<file path="src/pkg/uart_rx_params.svh">
// Register map, field positions, reset values and sample timing of the receiver
`ifndef UART_RX_PARAMS_SVH
`define UART_RX_PARAMS_SVH
`define OFS_DATA 5'h00
`define OFS_STAT 5'h04
`define OFS_CTLB 5'h08
`define OFS_CTLC 5'h0C
`define OFS_BAUD 5'h10
`define ST_RXC 7
`define ST_FE 4
`define ST_DOR 3
`define ST_UPE 2
`define ST_DBL 1
`define CB_RXCIE 7
`define CB_RXEN 4
`define CB_SIZE2 2
`define CB_RXB8 1
`define CC_PEN 5
`define CC_PODD 4
`define CC_STOP 3
`define CC_SIZE 1
`define CTLC_RST 8'h06
`define BAUD_RST 12'h000
`define SPB_NORM 5'h10
`define SPB_DBL 5'h08
`define VOTE_NORM 5'h08
`define VOTE_DBL 5'h04
`define RESP_OK 2'h0
`define RESP_ERR 2'h2
`endif

</file>
<file path="src/pkg/uart_rx_pkg.sv">
// Types shared by the serial receiver
`default_nettype none
package uart_rx_pkg;
    typedef struct packed {
        logic [8:0] data;
        logic       fe;
        logic       dor;
        logic       upe;
    } rx_entry_type;
    typedef enum logic [1:0] {ST_IDLE, ST_START, ST_BITS} rx_state_type;
endpackage
`default_nettype wire

</file>
<file path="src/core/uart_rx.sv">
// Serial receiver with start qualification, two-entry buffer and AXI4-Lite registers
//////////////////////////////////////////////////////////////////////////////
// Contract
// - Receive-complete flag is high exactly while the buffer holds unread frames
// - Clearing receiver enable flushes the buffer, flag reads zero
// - Interrupt requested as long as flag set, enable and global enable on
// - Error bits stored per entry; data read advances to next entry
// - Software writes to the three error bit positions are ignored
// - Error flags never raise an interrupt
// - Frame error is one when first stop bit sampled zero
// - Only the first stop bit is checked, stop count irrelevant
// - Overrun when buffer full, character waiting, and new start detected
// - Overrun cleared once a frame moves from shift stage into buffer
// - Parity error reads zero when checking disabled; a flag stored with an entry still reads after a later disable
// - Checking only with parity enable bit; type bit picks the mode
// - Parity error set only if failed and enabled on arrival; held until read
// - Disable stops reception at once and releases the input pin
// - Input sampled at 16 times baud, or 8 in double speed
// - Start detection on high-to-low edge, first low sample is sample 1
// - Start qualified by vote of samples 8,9,10 or 4,5,6
// - Two or more high votes reject the start as noise
// - Valid start realigns bit sampling, repeated every frame
// - Every bit decided by vote of three centre samples
// - Unused upper data bits read as zero
// - Ninth bit shown in control register b for the same entry
//////////////////////////////////////////////////////////////////////////////
`timescale 1ns/1ps
`default_nettype none
`include "uart_rx_params.svh"
module uart_rx
    import uart_rx_pkg::*;
(
    input  wire logic        MCLK_IN,
    input  wire logic        RESET_IN,
    input  wire logic        RXD_IN,
    input  wire logic        GIE_IN,
    output logic             RXD_OWN_OUT,
    output logic             RX_IRQ_OUT,
    input  wire logic        AWVALID_IN,
    output logic             AWREADY_OUT,
    input  wire logic [4:0]  AWADDR_IN,
    input  wire logic        WVALID_IN,
    output logic             WREADY_OUT,
    input  wire logic [31:0] WDATA_IN,
    input  wire logic [3:0]  WSTRB_IN,
    output logic             BVALID_OUT,
    input  wire logic        BREADY_IN,
    output logic [1:0]       BRESP_OUT,
    input  wire logic        ARVALID_IN,
    output logic             ARREADY_OUT,
    input  wire logic [4:0]  ARADDR_IN,
    output logic             RVALID_OUT,
    input  wire logic        RREADY_IN,
    output logic [31:0]      RDATA_OUT,
    output logic [1:0]       RRESP_OUT
);
    // Control registers
    logic         rxen_r;
    logic         rxcie_r;
    logic         size2_r;
    logic         dbl_r;
    logic         pen_r;
    logic         podd_r;
    logic         stop_r;
    logic [1:0]   sizec_r;
    logic [11:0]  baud_r;
    // Bus state
    logic         aw_rdy_r;
    logic         w_rdy_r;
    logic         aw_have_r;
    logic         w_have_r;
    logic [4:0]   aw_addr_r;
    logic [31:0]  w_data_r;
    logic [3:0]   w_strb_r;
    logic         bvalid_r;
    logic [1:0]   bresp_r;
    logic         ar_rdy_r;
    logic         rvalid_r;
    logic [31:0]  rdata_r;
    logic [1:0]   rresp_r;
    logic [31:0]  rd_word;
    // Receiver state
    logic [11:0]  div_r;
    logic         tick_r;
    rx_state_type state_r;
    logic [4:0]   samp_r;
    logic [2:0]   vote_r;
    logic         last_r;
    logic [3:0]   idx_r;
    logic [8:0]   shift_r;
    logic         par_r;
    logic         done_r;
    rx_entry_type done_entry_r;
    logic         start_ok_r;
    // Buffer state
    rx_entry_type buf_r [2];
    rx_entry_type hold_r;
    logic         hold_full_r;
    logic         ovr_r;
    logic         wr_r;
    logic         rd_r;
    logic [1:0]   cnt_r;
    logic         irq_r;
    // Derived terms
    logic [4:0]   spb;
    logic [4:0]   vdec;
    logic [2:0]   vote_nxt;
    logic         bit_v;
    logic [3:0]   ndata;
    logic         pop;
    logic         move;
    logic         ovr_set;
    logic         do_wr;

    // A literal cannot be bit-selected, so the reset word goes through a constant
    localparam logic [7:0] ctlc_init = `CTLC_RST;

    function automatic logic mapped(input logic [4:0] a);
        return a == `OFS_DATA || a == `OFS_STAT || a == `OFS_CTLB
            || a == `OFS_CTLC || a == `OFS_BAUD;
    endfunction

    function automatic logic maj3(input logic [2:0] v);
        return (v[0] & v[1]) | (v[0] & v[2]) | (v[1] & v[2]);
    endfunction

    // Reserved size codes fall back to 5..7 bits by their low two bits
    function automatic logic [3:0] data_bits(input logic [2:0] sz);
        return (sz == 3'h7) ? 4'h9 : {2'h0, sz[1:0]} + 4'h5;
    endfunction

    assign spb      = dbl_r ? `SPB_DBL : `SPB_NORM;
    // samp_r trails the tick's sample number by one, so this is the third voter
    assign vdec     = (dbl_r ? `VOTE_DBL : `VOTE_NORM) + 5'h01;
    assign vote_nxt = {vote_r[1:0], RXD_IN};
    assign bit_v    = maj3(vote_nxt);
    assign ndata    = data_bits({size2_r, sizec_r});
    assign pop      = ARVALID_IN && ar_rdy_r && ARADDR_IN == `OFS_DATA && cnt_r != 2'h0;
    assign move     = hold_full_r && (cnt_r != 2'h2 || pop);
    assign ovr_set  = start_ok_r && hold_full_r && cnt_r == 2'h2;
    assign do_wr    = aw_have_r && w_have_r && !bvalid_r;

    assign AWREADY_OUT = aw_rdy_r;
    assign WREADY_OUT  = w_rdy_r;
    assign BVALID_OUT  = bvalid_r;
    assign BRESP_OUT   = bresp_r;
    assign ARREADY_OUT = ar_rdy_r;
    assign RVALID_OUT  = rvalid_r;
    assign RDATA_OUT   = rdata_r;
    assign RRESP_OUT   = rresp_r;
    assign RX_IRQ_OUT  = irq_r;
    assign RXD_OWN_OUT = rxen_r;

    //////////////////////////////////////////////////////////////////////////
    // Sample tick: one pulse every baud_r+1 clocks, held off while disabled
    always_ff @(posedge MCLK_IN or posedge RESET_IN) begin
        if (RESET_IN) begin
            div_r  <= 12'h000;
            tick_r <= 1'b0;
        end else if (!rxen_r) begin
            div_r  <= 12'h000;
            tick_r <= 1'b0;
        end else if (div_r == baud_r) begin
            div_r  <= 12'h000;
            tick_r <= 1'b1;
        end else begin
            div_r  <= div_r + 12'h001;
            tick_r <= 1'b0;
        end
    end

    //////////////////////////////////////////////////////////////////////////
    // Clock and data recovery
    always_ff @(posedge MCLK_IN or posedge RESET_IN) begin
        if (RESET_IN) begin
            state_r      <= ST_IDLE;
            samp_r       <= 5'h00;
            vote_r       <= 3'h7;
            last_r       <= 1'b1;
            idx_r        <= 4'h0;
            shift_r      <= 9'h000;
            par_r        <= 1'b0;
            done_r       <= 1'b0;
            done_entry_r <= '0;
            start_ok_r   <= 1'b0;
        end else begin
            done_r     <= 1'b0;
            start_ok_r <= 1'b0;
            if (!rxen_r) begin
                state_r <= ST_IDLE;
                last_r  <= 1'b1;
            end else if (tick_r) begin
                unique case (state_r)
                    ST_IDLE: begin
                        last_r <= RXD_IN;
                        if (last_r && !RXD_IN) begin
                            state_r <= ST_START;
                            samp_r  <= 5'h01;
                            shift_r <= 9'h000;
                            idx_r   <= 4'h0;
                        end
                    end
                    ST_START, ST_BITS: begin
                        vote_r <= vote_nxt;
                        samp_r <= (samp_r == spb) ? 5'h01 : samp_r + 5'h01;
                        if (samp_r == spb) begin
                            state_r <= ST_BITS;
                            if (state_r == ST_BITS) begin
                                idx_r <= idx_r + 4'h1;
                            end
                        end
                        if (samp_r == vdec) begin
                            if (state_r == ST_START) begin
                                if (bit_v) begin
                                    state_r <= ST_IDLE;
                                    last_r  <= RXD_IN;
                                end else begin
                                    start_ok_r <= 1'b1;
                                end
                            end else if (idx_r < ndata) begin
                                shift_r[idx_r] <= bit_v;
                            end else if (idx_r == ndata && pen_r) begin
                                par_r <= bit_v;
                            end else begin
                                // First stop bit ends the frame, any second one is ignored
                                done_r            <= 1'b1;
                                done_entry_r.data <= shift_r;
                                done_entry_r.fe   <= !bit_v;
                                done_entry_r.dor  <= 1'b0;
                                done_entry_r.upe  <= pen_r && (par_r != (^shift_r ^ podd_r));
                                state_r           <= ST_IDLE;
                                last_r            <= RXD_IN;
                            end
                        end
                    end
                endcase
            end
        end
    end

    //////////////////////////////////////////////////////////////////////////
    // Shift stage hold and two-entry buffer
    always_ff @(posedge MCLK_IN) begin
        if (move) begin
            buf_r[wr_r]     <= hold_r;
            buf_r[wr_r].dor <= ovr_r || ovr_set;
        end
    end

    always_ff @(posedge MCLK_IN or posedge RESET_IN) begin
        if (RESET_IN) begin
            hold_r      <= '0;
            hold_full_r <= 1'b0;
            ovr_r       <= 1'b0;
            wr_r        <= 1'b0;
            rd_r        <= 1'b0;
            cnt_r       <= 2'h0;
        end else if (!rxen_r) begin
            hold_full_r <= 1'b0;
            ovr_r       <= 1'b0;
            wr_r        <= 1'b0;
            rd_r        <= 1'b0;
            cnt_r       <= 2'h0;
        end else begin
            cnt_r <= cnt_r + {1'b0, move} - {1'b0, pop};
            if (move) begin
                wr_r <= ~wr_r;
            end
            if (pop) begin
                rd_r <= ~rd_r;
            end
            // A frame finishing while the stage is still blocked is lost
            if (done_r && (!hold_full_r || move)) begin
                hold_r      <= done_entry_r;
                hold_full_r <= 1'b1;
            end else if (move) begin
                hold_full_r <= 1'b0;
            end
            ovr_r <= ovr_set || (ovr_r && !move);
        end
    end

    always_ff @(posedge MCLK_IN or posedge RESET_IN) begin
        if (RESET_IN) begin
            irq_r <= 1'b0;
        end else begin
            irq_r <= rxcie_r && GIE_IN && cnt_r != 2'h0;
        end
    end

    //////////////////////////////////////////////////////////////////////////
    // Register write side
    always_ff @(posedge MCLK_IN or posedge RESET_IN) begin
        if (RESET_IN) begin
            aw_rdy_r  <= 1'b1;
            w_rdy_r   <= 1'b1;
            aw_have_r <= 1'b0;
            w_have_r  <= 1'b0;
            aw_addr_r <= 5'h00;
            w_data_r  <= 32'h00000000;
            w_strb_r  <= 4'h0;
            bvalid_r  <= 1'b0;
            bresp_r   <= `RESP_OK;
        end else begin
            if (AWVALID_IN && aw_rdy_r) begin
                aw_have_r <= 1'b1;
                aw_addr_r <= AWADDR_IN;
                aw_rdy_r  <= 1'b0;
            end
            if (WVALID_IN && w_rdy_r) begin
                w_have_r <= 1'b1;
                w_data_r <= WDATA_IN;
                w_strb_r <= WSTRB_IN;
                w_rdy_r  <= 1'b0;
            end
            if (do_wr) begin
                aw_have_r <= 1'b0;
                w_have_r  <= 1'b0;
                bvalid_r  <= 1'b1;
                bresp_r   <= mapped(aw_addr_r) ? `RESP_OK : `RESP_ERR;
            end
            if (bvalid_r && BREADY_IN) begin
                bvalid_r <= 1'b0;
                aw_rdy_r <= 1'b1;
                w_rdy_r  <= 1'b1;
            end
        end
    end

    always_ff @(posedge MCLK_IN or posedge RESET_IN) begin
        if (RESET_IN) begin
            rxen_r  <= 1'b0;
            rxcie_r <= 1'b0;
            size2_r <= 1'b0;
            dbl_r   <= 1'b0;
            pen_r   <= ctlc_init[`CC_PEN];
            podd_r  <= ctlc_init[`CC_PODD];
            stop_r  <= ctlc_init[`CC_STOP];
            sizec_r <= ctlc_init[`CC_SIZE+:2];
            baud_r  <= `BAUD_RST;
        end else if (do_wr) begin
            if (w_strb_r[0]) begin
                unique case (aw_addr_r)
                    `OFS_STAT: dbl_r <= w_data_r[`ST_DBL];
                    `OFS_CTLB: begin
                        rxcie_r <= w_data_r[`CB_RXCIE];
                        rxen_r  <= w_data_r[`CB_RXEN];
                        size2_r <= w_data_r[`CB_SIZE2];
                    end
                    `OFS_CTLC: begin
                        pen_r   <= w_data_r[`CC_PEN];
                        podd_r  <= w_data_r[`CC_PODD];
                        stop_r  <= w_data_r[`CC_STOP];
                        sizec_r <= w_data_r[`CC_SIZE+:2];
                    end
                    `OFS_BAUD: baud_r[7:0] <= w_data_r[7:0];
                    default: ;
                endcase
            end
            if (w_strb_r[1] && aw_addr_r == `OFS_BAUD) begin
                baud_r[11:8] <= w_data_r[11:8];
            end
        end
    end

    //////////////////////////////////////////////////////////////////////////
    // Register read side; a data read pops the buffer
    always_comb begin
        rd_word = 32'h00000000;
        unique case (ARADDR_IN)
            // Entries are never reset, so an empty buffer reads zero
            `OFS_DATA: rd_word[7:0] = (cnt_r != 2'h0) ? buf_r[rd_r].data[7:0] : 8'h00;
            `OFS_STAT: begin
                rd_word[`ST_RXC] = cnt_r != 2'h0;
                rd_word[`ST_FE]  = cnt_r != 2'h0 && buf_r[rd_r].fe;
                rd_word[`ST_DOR] = cnt_r != 2'h0 && buf_r[rd_r].dor;
                rd_word[`ST_UPE] = cnt_r != 2'h0 && buf_r[rd_r].upe;
                rd_word[`ST_DBL] = dbl_r;
            end
            `OFS_CTLB: begin
                rd_word[`CB_RXCIE] = rxcie_r;
                rd_word[`CB_RXEN]  = rxen_r;
                rd_word[`CB_SIZE2] = size2_r;
                rd_word[`CB_RXB8]  = cnt_r != 2'h0 && buf_r[rd_r].data[8];
            end
            `OFS_CTLC: begin
                rd_word[`CC_PEN]      = pen_r;
                rd_word[`CC_PODD]     = podd_r;
                rd_word[`CC_STOP]     = stop_r;
                rd_word[`CC_SIZE+:2]  = sizec_r;
            end
            `OFS_BAUD: rd_word[11:0] = baud_r;
            default: ;
        endcase
    end

    always_ff @(posedge MCLK_IN or posedge RESET_IN) begin
        if (RESET_IN) begin
            ar_rdy_r <= 1'b1;
            rvalid_r <= 1'b0;
            rdata_r  <= 32'h00000000;
            rresp_r  <= `RESP_OK;
        end else begin
            if (ARVALID_IN && ar_rdy_r) begin
                ar_rdy_r <= 1'b0;
                rvalid_r <= 1'b1;
                rdata_r  <= rd_word;
                rresp_r  <= mapped(ARADDR_IN) ? `RESP_OK : `RESP_ERR;
            end
            if (rvalid_r && RREADY_IN) begin
                rvalid_r <= 1'b0;
                ar_rdy_r <= 1'b1;
            end
        end
    end
endmodule // uart_rx
`default_nettype wire

</file>
<file path="config.mk">
export PLATFORM = sky130hd
export DESIGN_NAME = uart_rx
export DESIGN_NICKNAME = d
export VERILOG_FILES = /design/src/pkg/uart_rx_pkg.sv /design/src/core/uart_rx.sv
export VERILOG_INCLUDE_DIRS = /design/src /design/src/pkg
export SDC_FILE = /design/constraint.sdc
export NUM_CORES = 1
export LEC_CHECK = 0
export BUFFER_PORTS_ARGS = -buffer_cell sky130_fd_sc_hd__buf_2
export CAP_MARGIN = 10
export CORE_ASPECT_RATIO = 0.75
export CORE_UTILIZATION = 62
export DETAILED_ROUTE_END_ITERATION = 16
export PLACE_DENSITY = 0.88
export SLEW_MARGIN = 20
export SYNTH_ARGS = -nofsm -noshare
export SYNTH_HDL_FRONTEND = slang
export SYNTH_SLANG_ARGS = --single-unit
</file>
<file path="constraint.sdc">
create_clock -name MCLK_IN -period 6.5 [get_ports MCLK_IN]
set_clock_uncertainty 0.1 [all_clocks]
set_input_delay 1.3 -clock MCLK_IN [delete_from_list [all_inputs] [get_ports MCLK_IN]]
set_output_delay 1.3 -clock MCLK_IN [all_outputs]
set_load 0.05 [all_outputs]
</file>
==> run metrics, run 1 <==
status=finished with violations; failing checks=DRC; max cap viols=0; Post-Synth Simple-Gate Area=0.1068; H-tree Lvls=4; post-CTS sizing=0; critical path type=in2reg; CTS tree=built; post-place setup slack=between 2 and 3 ns; Hold Crit Endpoint=buf_r[1][0]; worst hold stages=0; average cell area after synthesis=roughly 12 um^2; Vias=between 4000 and 5000; initial antenna violation count=0; clock buffer depth=2; Leakage=about 3.7 nW; GRT Residual Overflow=0; critical path endpoint category=register; hold-fix buffers at CTS=0; nets=around 740; YS warnings=0; Avg Vias per Cell=between 5 and 6; ratio of final minimum period to clock period=0.5291; Worst Reg-to-Reg Cells=10; Seq/Total Area, Yosys=0.5584; global-route wire length before repair=between 20000 and 25000 um; clock root buffer master=clkbuf_16; Synth area leaders=dfrtp_1 (43%), edfxtp_1 (10%), mux2_2 (8.7%); measured slew at the worst slew-check pin=between 0.9 and 1 ns; mapped cell area=approximately 0.0071 mm^2; GP Congestion=0.8466; post-CTS setup buffers=0; CTS Buf Count=17; setup tns final=0 ns; PnR worst setup slack=3.061 ns; EDFF count, synth=24; Setup-failing EPs final=0; Max Freq=~290 MHz; drt wl/cell=between 15 and 20 um; CTS Sinks=around 150; port buffer count=53; Residual DRC=8; r2r setup slk=between 3 and 4 ns; worst vdd ir=0.0002108 V; commonest register cell after synthesis=dfrtp_1; Core ar.=between 0.01 and 0.015 mm^2; initial DRC count=around 450; CP startpoint kind=input pin; main combinational cell family by area after synthesis=multiplexers; fin area=0.007979 mm^2; CP delay by family, top=simple AND/OR/NAND/NOR gates; Tot Pwr=2.847 mW; final-report max-slew violation count=0; placed cell areas=between 0.007 and 0.008 mm^2; crit path DAT=about 3.4 ns; library cells used by synthesis=53; Seq cells post-synth=between 150 and 200; Post-Synth Adder-Cell Area=0.03318; share of the synthesized area in the top cell type=0.4271; largest net degree at the start of global routing=slightly below 70; Antenna Cells=0; Critical Path RT=about 6.4 ns; latest clock arrival within the worst-skew pair=0.42 ns; power per cell area=~360 mW/mm^2; worst-path fanout max=12; endpoints failing hold=0; post-DP HPWL=10040 um; mux contribution to synthesized area=0.1228; crit path time final=between 3 and 4 ns; Syn Inst Count=608; cell taking the most area after synthesis=dfrtp_1; Post-synth ARST share=0.8431; CP bufs+invs=1; Pre-Repair DR Iteration Count=12; GR Util All Layers=0.2613; crit-path cells=buf_2 -> nor2_1 -> nand4_1 -> o21ai_0 -> nand2_1 -> nor2_1; # IOs=between 90 and 100; clk slew on worst S/H paths=approximately 0.060 ns; die area=0.01187 mm^2; Max-slew headroom=0.3454; R2R Path Start=sizec_r[0]; WL final=approximately 15000 um; crit-path max cell delay=slightly below 0.8 ns; height of the die=94.61 um; Initial Util=0.6431; worst reg2reg path endpoint=shift_r[4]; Compound-Gate Fraction of Synth Area=0.08736; Core Util, Final=0.7238; antenna viol nets, final=0; Area Overhead vs Synth=12.55%; CP dominant cell by count=nor2_1; RSZ-0062 raised after global routing=false; Hold Crit Class=reg2reg; FP Rows=33; FF/Latch Area=~0.0040 mm^2; vias in the first global route=roughly 4800; XOR/XNOR share of the synthesized area=0.04448; die width=125.5 um; Worst Min Path Start=hold_r[0]; share of layout cells above drive strength 1=0.2341; CP max-delay cell=nor2_1; Multi-input gate area=between 0.002 and 0.003 mm^2; # fillers=between 700 and 800
## per-stage QoR
| stage | hold WS (ns) | cells |
|---|---|---|
| 6_report | 0.3760 | 815 |
| 5_1_grt | 0.3839 | 815 |
| 4_1_cts | 0.3800 | 815 |
| 3_5_place_dp | 0.3665 | 783 |
| 3_3_place_gp | 0.3521 | 783 |
| 2_1_floorplan | 0.3382 | 629 |
## cell type report
cell class	instances	area share
tap	140	0.02195
multi-input combinational	412	0.3610
timing repair buffer	54	0.03419
clock inverter	12	0.01772
clock buffer	20	0.05739
inverter	24	0.01160
sequential	153	0.4962
## worst reg2reg max path: cells and delay by family, from the launching register on
| family | cells | cell delay, ns |
|---|---|---|
| DFF | 1 | 0.59 |
| AOI/OAI and AO/OA | 3 | 0.95 |
| and+or+nand+nor | 5 | 0.96 |
| adders and majority gates | 2 | 0.45 |
## worst max path at each step
| stage | start | end | slack, ns | cells after the start |
|---|---|---|---|---|
| after global placement | ARADDR_IN[2] | buf_r[0][9] | 2.87 | 6 |
| after floorplan | RESET_IN | BRESP_OUT[1] | 1.67 | 1 |
| after CTS | ARADDR_IN[2] | buf_r[1][1] | 3.14 | 6 |
| final | ARADDR_IN[2] | buf_r[1][6] | 3.06 | 6 |
| after global routing | ARADDR_IN[2] | buf_r[1][1] | 2.86 | 6 |
| after detailed placement | ARADDR_IN[2] | buf_r[1][8] | 2.71 | 6 |
## flip-flops by register name, summed over array words and instances, names as in the netlist, 2 cells and up
name and count:
vote_r 2, cnt_r 2, idx_r 4, samp_r 5, RDATA_OUT 12, sizec_r 2, w_strb_r 2, hold_r 11
w_data_r 12, buf_r 24, shift_r 9, state_r 2, baud_r 12, aw_addr_r 5, done_entry_r 11, div_r 12
## cell usage after synthesis (all sizes together) (3+ instances only)
| cell | instances |
|---|---|
| a22oi | 3 |
| mux2i | 6 |
| xnor2 | 17 |
| mux4 | 4 |
| edfxtp | 24 |
| dfrtp | 121 |
| xor2 | 19 |
| nor3b | 3 |
| and2 | 5 |
| dfstp | 8 |
| a21oi | 23 |
| nor2b | 8 |
| nand4 | 5 |
| nor2 | 39 |
| nand3 | 15 |
| mux2 | 64 |
| o211ai | 3 |
| ha | 18 |
| nor4 | 6 |
| clkbuf | 11 |
| and3 | 12 |
| nor3 | 3 |
| o21ai | 49 |
| a32o | 6 |
| buf | 29 |
| inv | 24 |
| nand2 | 57 |
## logic make-up (layout without fill, tap and decap cells)
logic type	Yosys count	in the layout
DFF	153	153
buffers and inverters	64	110
xor gates and xnor gates	36	36
AOI/OAI and AO/OA	101	101
muxes	74	74
adders and majority gates	19	19
and+or+nand+nor	160	160
other	1	22
## placed cells by master (no fill, tap or decap), drive strengths merged, types with 3 or more instances in the layout
cell type and instances:
nand2 57, o211ai 3, nor3b 3, a22oi 3, xnor2 17, a21oi 23
mux2i 6, clkbuf 20, buf 54, ha 18, nor2b 8, nor2 39
and2 5, xor2 19, dfstp 8, mux4 4, conb 22, mux2 64
nand4 5, nand3 15, inv 27, o21ai 49, clkinv 5, and3 12
edfxtp 24, a32o 6, nor3 3, dfrtp 121, nor4 6
## routing by layer
layer | wire (um) | track usage | vias up
li1 | - | - | 2212
met1 | 6451 | 0.3452 | 2402
met3 | 936 | 0.06856 | 24
met5 | 0 | 0 | -
met4 | 217 | 0.1006 | 0
met2 | 7097 | 0.4194 | 193
## power by group
| group | leakage [nW] | switching, mW | internal (mW) |
|---|---|---|---|
| Clock | 0.292 | 0.401 | 0.592 |
| Combinational | 1.52 | 0.325 | 0.220 |
| Sequential | 1.87 | 0.174 | 1.13 |
Note: power is estimated with default switching activity, not from simulation.
==> run 2, diff against run 1 <==
--- a/config.mk
+++ b/config.mk
@@ -9,9 +9,9 @@
 export BUFFER_PORTS_ARGS = -buffer_cell sky130_fd_sc_hd__buf_2
 export CAP_MARGIN = 10
 export CORE_ASPECT_RATIO = 0.75
-export CORE_UTILIZATION = 62
+export CORE_UTILIZATION = 57
 export DETAILED_ROUTE_END_ITERATION = 16
-export PLACE_DENSITY = 0.88
+export PLACE_DENSITY = 0.82
 export SLEW_MARGIN = 20
 export SYNTH_ARGS = -nofsm -noshare
 export SYNTH_HDL_FRONTEND = slang
==> constraint.sdc (replaced) <==
create_clock -name MCLK_IN -period 3.4 [get_ports MCLK_IN]
set_clock_uncertainty 0.1 [all_clocks]
set_input_delay 0.68 -clock MCLK_IN [delete_from_list [all_inputs] [get_ports MCLK_IN]]
set_output_delay 0.68 -clock MCLK_IN [all_outputs]
set_load 0.05 [all_outputs]
==> run 2 against run 1 <==
Net effect: the run now ends clean; sequential share of layout area decreased by 0.77 points; clock power increased by 100%; worst setup slack got worse by 2.8 ns; sequential power increased by 91%; hold slack got worse by 0.17 ns; die area increased by 8.6%; design area increased by 1.6%; first-iteration DRC count decreased by 29%; core utilization decreased by 4.1 points.
==> run metrics, run 2 (synthesized netlist as in run 1, its figures left out) <==
most common cell after layout, fill and taps aside=dfrtp_1; Core Util, Final=0.6829; worst reg2reg path endpoint=shift_r[7]; crit path DAT=around 3.4 ns; initial DRC count=between 300 and 400; Area Overhead vs Synth=14.33%; measured slew at the worst slew-check pin=0.7296 ns; CP startpoint kind=register; FP Rows=34; CTS tree=built; CTS Buf Count=17; Critical Path RT=3.64 ns; antenna viol nets, final=0; final std cells w/o fill=843; Leakage=around 3.7 nW; share of layout cells above drive strength 1=0.2379; worst vdd ir=about 0.00048 V; nets=about 740; Initial Util=0.5973; latest clock arrival within the worst-skew pair=between 0.4 and 0.5 ns; GR Util All Layers=0.2531; Top reg by flops=buf_r; post-DP HPWL=about 10000 um; worst-path fanout max=11; critical path type=reg2reg; Worst Reg-to-Reg Cells=10; largest net degree at the start of global routing=between 60 and 70; Core ar.=0.01187 mm^2; setup tns final=0 ns; final-report max-slew violation count=0; port buffer count=53; initial antenna violation count=0; critical path endpoint category=register; WL final=roughly 15000 um; r2r setup slk=around 0.25 ns; power per cell area=682.3 mW/mm^2; Pre-Repair DR Iteration Count=4; Max Freq=317.5 MHz; hold-fix buffers at CTS=0; P_sw=about 1.7 mW; clock buffer depth=2; ratio of final minimum period to clock period=0.9265; max cap viols=0; status=complete, no violations; placed instance count=between 800 and 900; Avg Vias per Cell=roughly 5.7; post-CTS setup buffers=0; CTS Sinks=around 150; RSZ-0062 raised after global routing=false; critical path launch point=sizec_r[0]; die area=around 0.013 mm^2; # IOs=98; post-CTS sizing=0; GP Congestion=~0.86; die width=130.8 um; commonest non-fill, non-tap cells in the layout=dfrtp_1 (121), nand2_1 (57), mux2_2 (55); Max-slew headroom=0.5085; GRT Residual Overflow=0; Sw Ratio=0.3047; P_int=between 3 and 4 mW; clk slew on worst S/H paths=0.06 ns; Antenna Cells=0; Largest register FFs=24; Reg power frac=0.453; Hold Crit Class=in2async; global-route wire length before repair=between 20000 and 25000 um; vias in the first global route=roughly 4800; combinational fraction of design power=0.187; drt wl/cell=17.90 um; Setup-failing EPs final=0; height of the die=~100 um; endpoints failing hold=0; R2R Path Start=sizec_r[0]; Residual DRC=0; clock root buffer master=clkbuf_16; Vias=just under 5000; H-tree Lvls=4; clock network power share=0.360; crit path time final=3.150 ns
## run 2: changes by cell type in the layout (fill, tap and decap cells not counted)
cell / previous run / this run
inv_8: 1 / 0
clkbuf_2: 1 / 0
buf_12: 0 / 1
clkbuf_16: 17 / 19
inv_4: 2 / 0
clkinv_4: 4 / 2
clkinvlp_4: 2 / 3
clkbuf_1: 0 / 2
clkinv_2: 1 / 0
buf_4: 1 / 6
clkbuf_8: 2 / 4
## run 2: how the worst max path moves through the flow
stage | end | slack [ns] | cells past startpoint
5_1_grt | shift_r[4] | 0.1 | 10
3_5_place_dp | shift_r[4] | 0.32 | 10
4_1_cts | shift_r[4] | 0.27 | 10
2_1_floorplan | shift_r[0] | 0.77 | 11
3_3_place_gp | shift_r[5] | 0.44 | 10
6_report | shift_r[7] | 0.25 | 10
## run 2: layout make-up
type | instances | area, um^2
clock buffers | 25 | 538.0
clock inverters | 7 | 101.3
fillers | 817 | 3764
inverters | 24 | 93.84
multi-input cells | 412 | 2880
flip-flops and latches | 153 | 3959
well taps | 162 | 202.7
repair buffers | 60 | 330.3
## run 2: critical path, stage by stage, from the launching register on
cell and delay (ns):
dfstp_2 0.58, ha_1 0.23, nand2_1 0.09, nand2_1 0.07, ha_1 0.23, nor2b_1 0.14, o211ai_1 0.33, nand3b_1 0.13
a211o_1 0.43, or3b_1 0.54, o21ai_1 0.19
## run 2: through the flow
| stage | power (mW) | hold slack, ns | cell area (um^2) | worst slack, ns |
|---|---|---|---|---|
| 2_1_floorplan | 3.231 | 0.3382 | 7172 | 0.7695 |
| 3_3_place_gp | 3.469 | 0.3550 | 7466 | 0.4368 |
| 3_5_place_dp | 3.540 | 0.3638 | 7466 | 0.3239 |
| 4_1_cts | 5.542 | 0.2069 | 8105 | 0.2696 |
| 5_1_grt | 5.774 | 0.2318 | 8105 | 0.09579 |
| 6_report | 5.530 | 0.2020 | 8105 | 0.2500 |
## run 2: power groups by stage
| stage | sequential [mW] | clock [mW] | combinational, mW |
|---|---|---|---|
| 2_1_floorplan | 2.51 | 0 | 0.720 |
| 3_3_place_gp | 2.49 | 0 | 0.981 |
| 3_5_place_dp | 2.52 | 0 | 1.02 |
| 4_1_cts | 2.50 | 2.01 | 1.04 |
| 5_1_grt | 2.54 | 2.09 | 1.15 |
| 6_report | 2.50 | 1.99 | 1.04 |
## run 2: routing by layer
metal	up-vias	track usage	routed length, um	part of all wire
met2	164	0.4046	7435	0.49
met1	2448	0.3446	6590	0.44
li1	2224	-	-	-
met3	11	0.06352	931	0.062
met5	-	0	0	0
met4	0	0.07073	130	0.0086
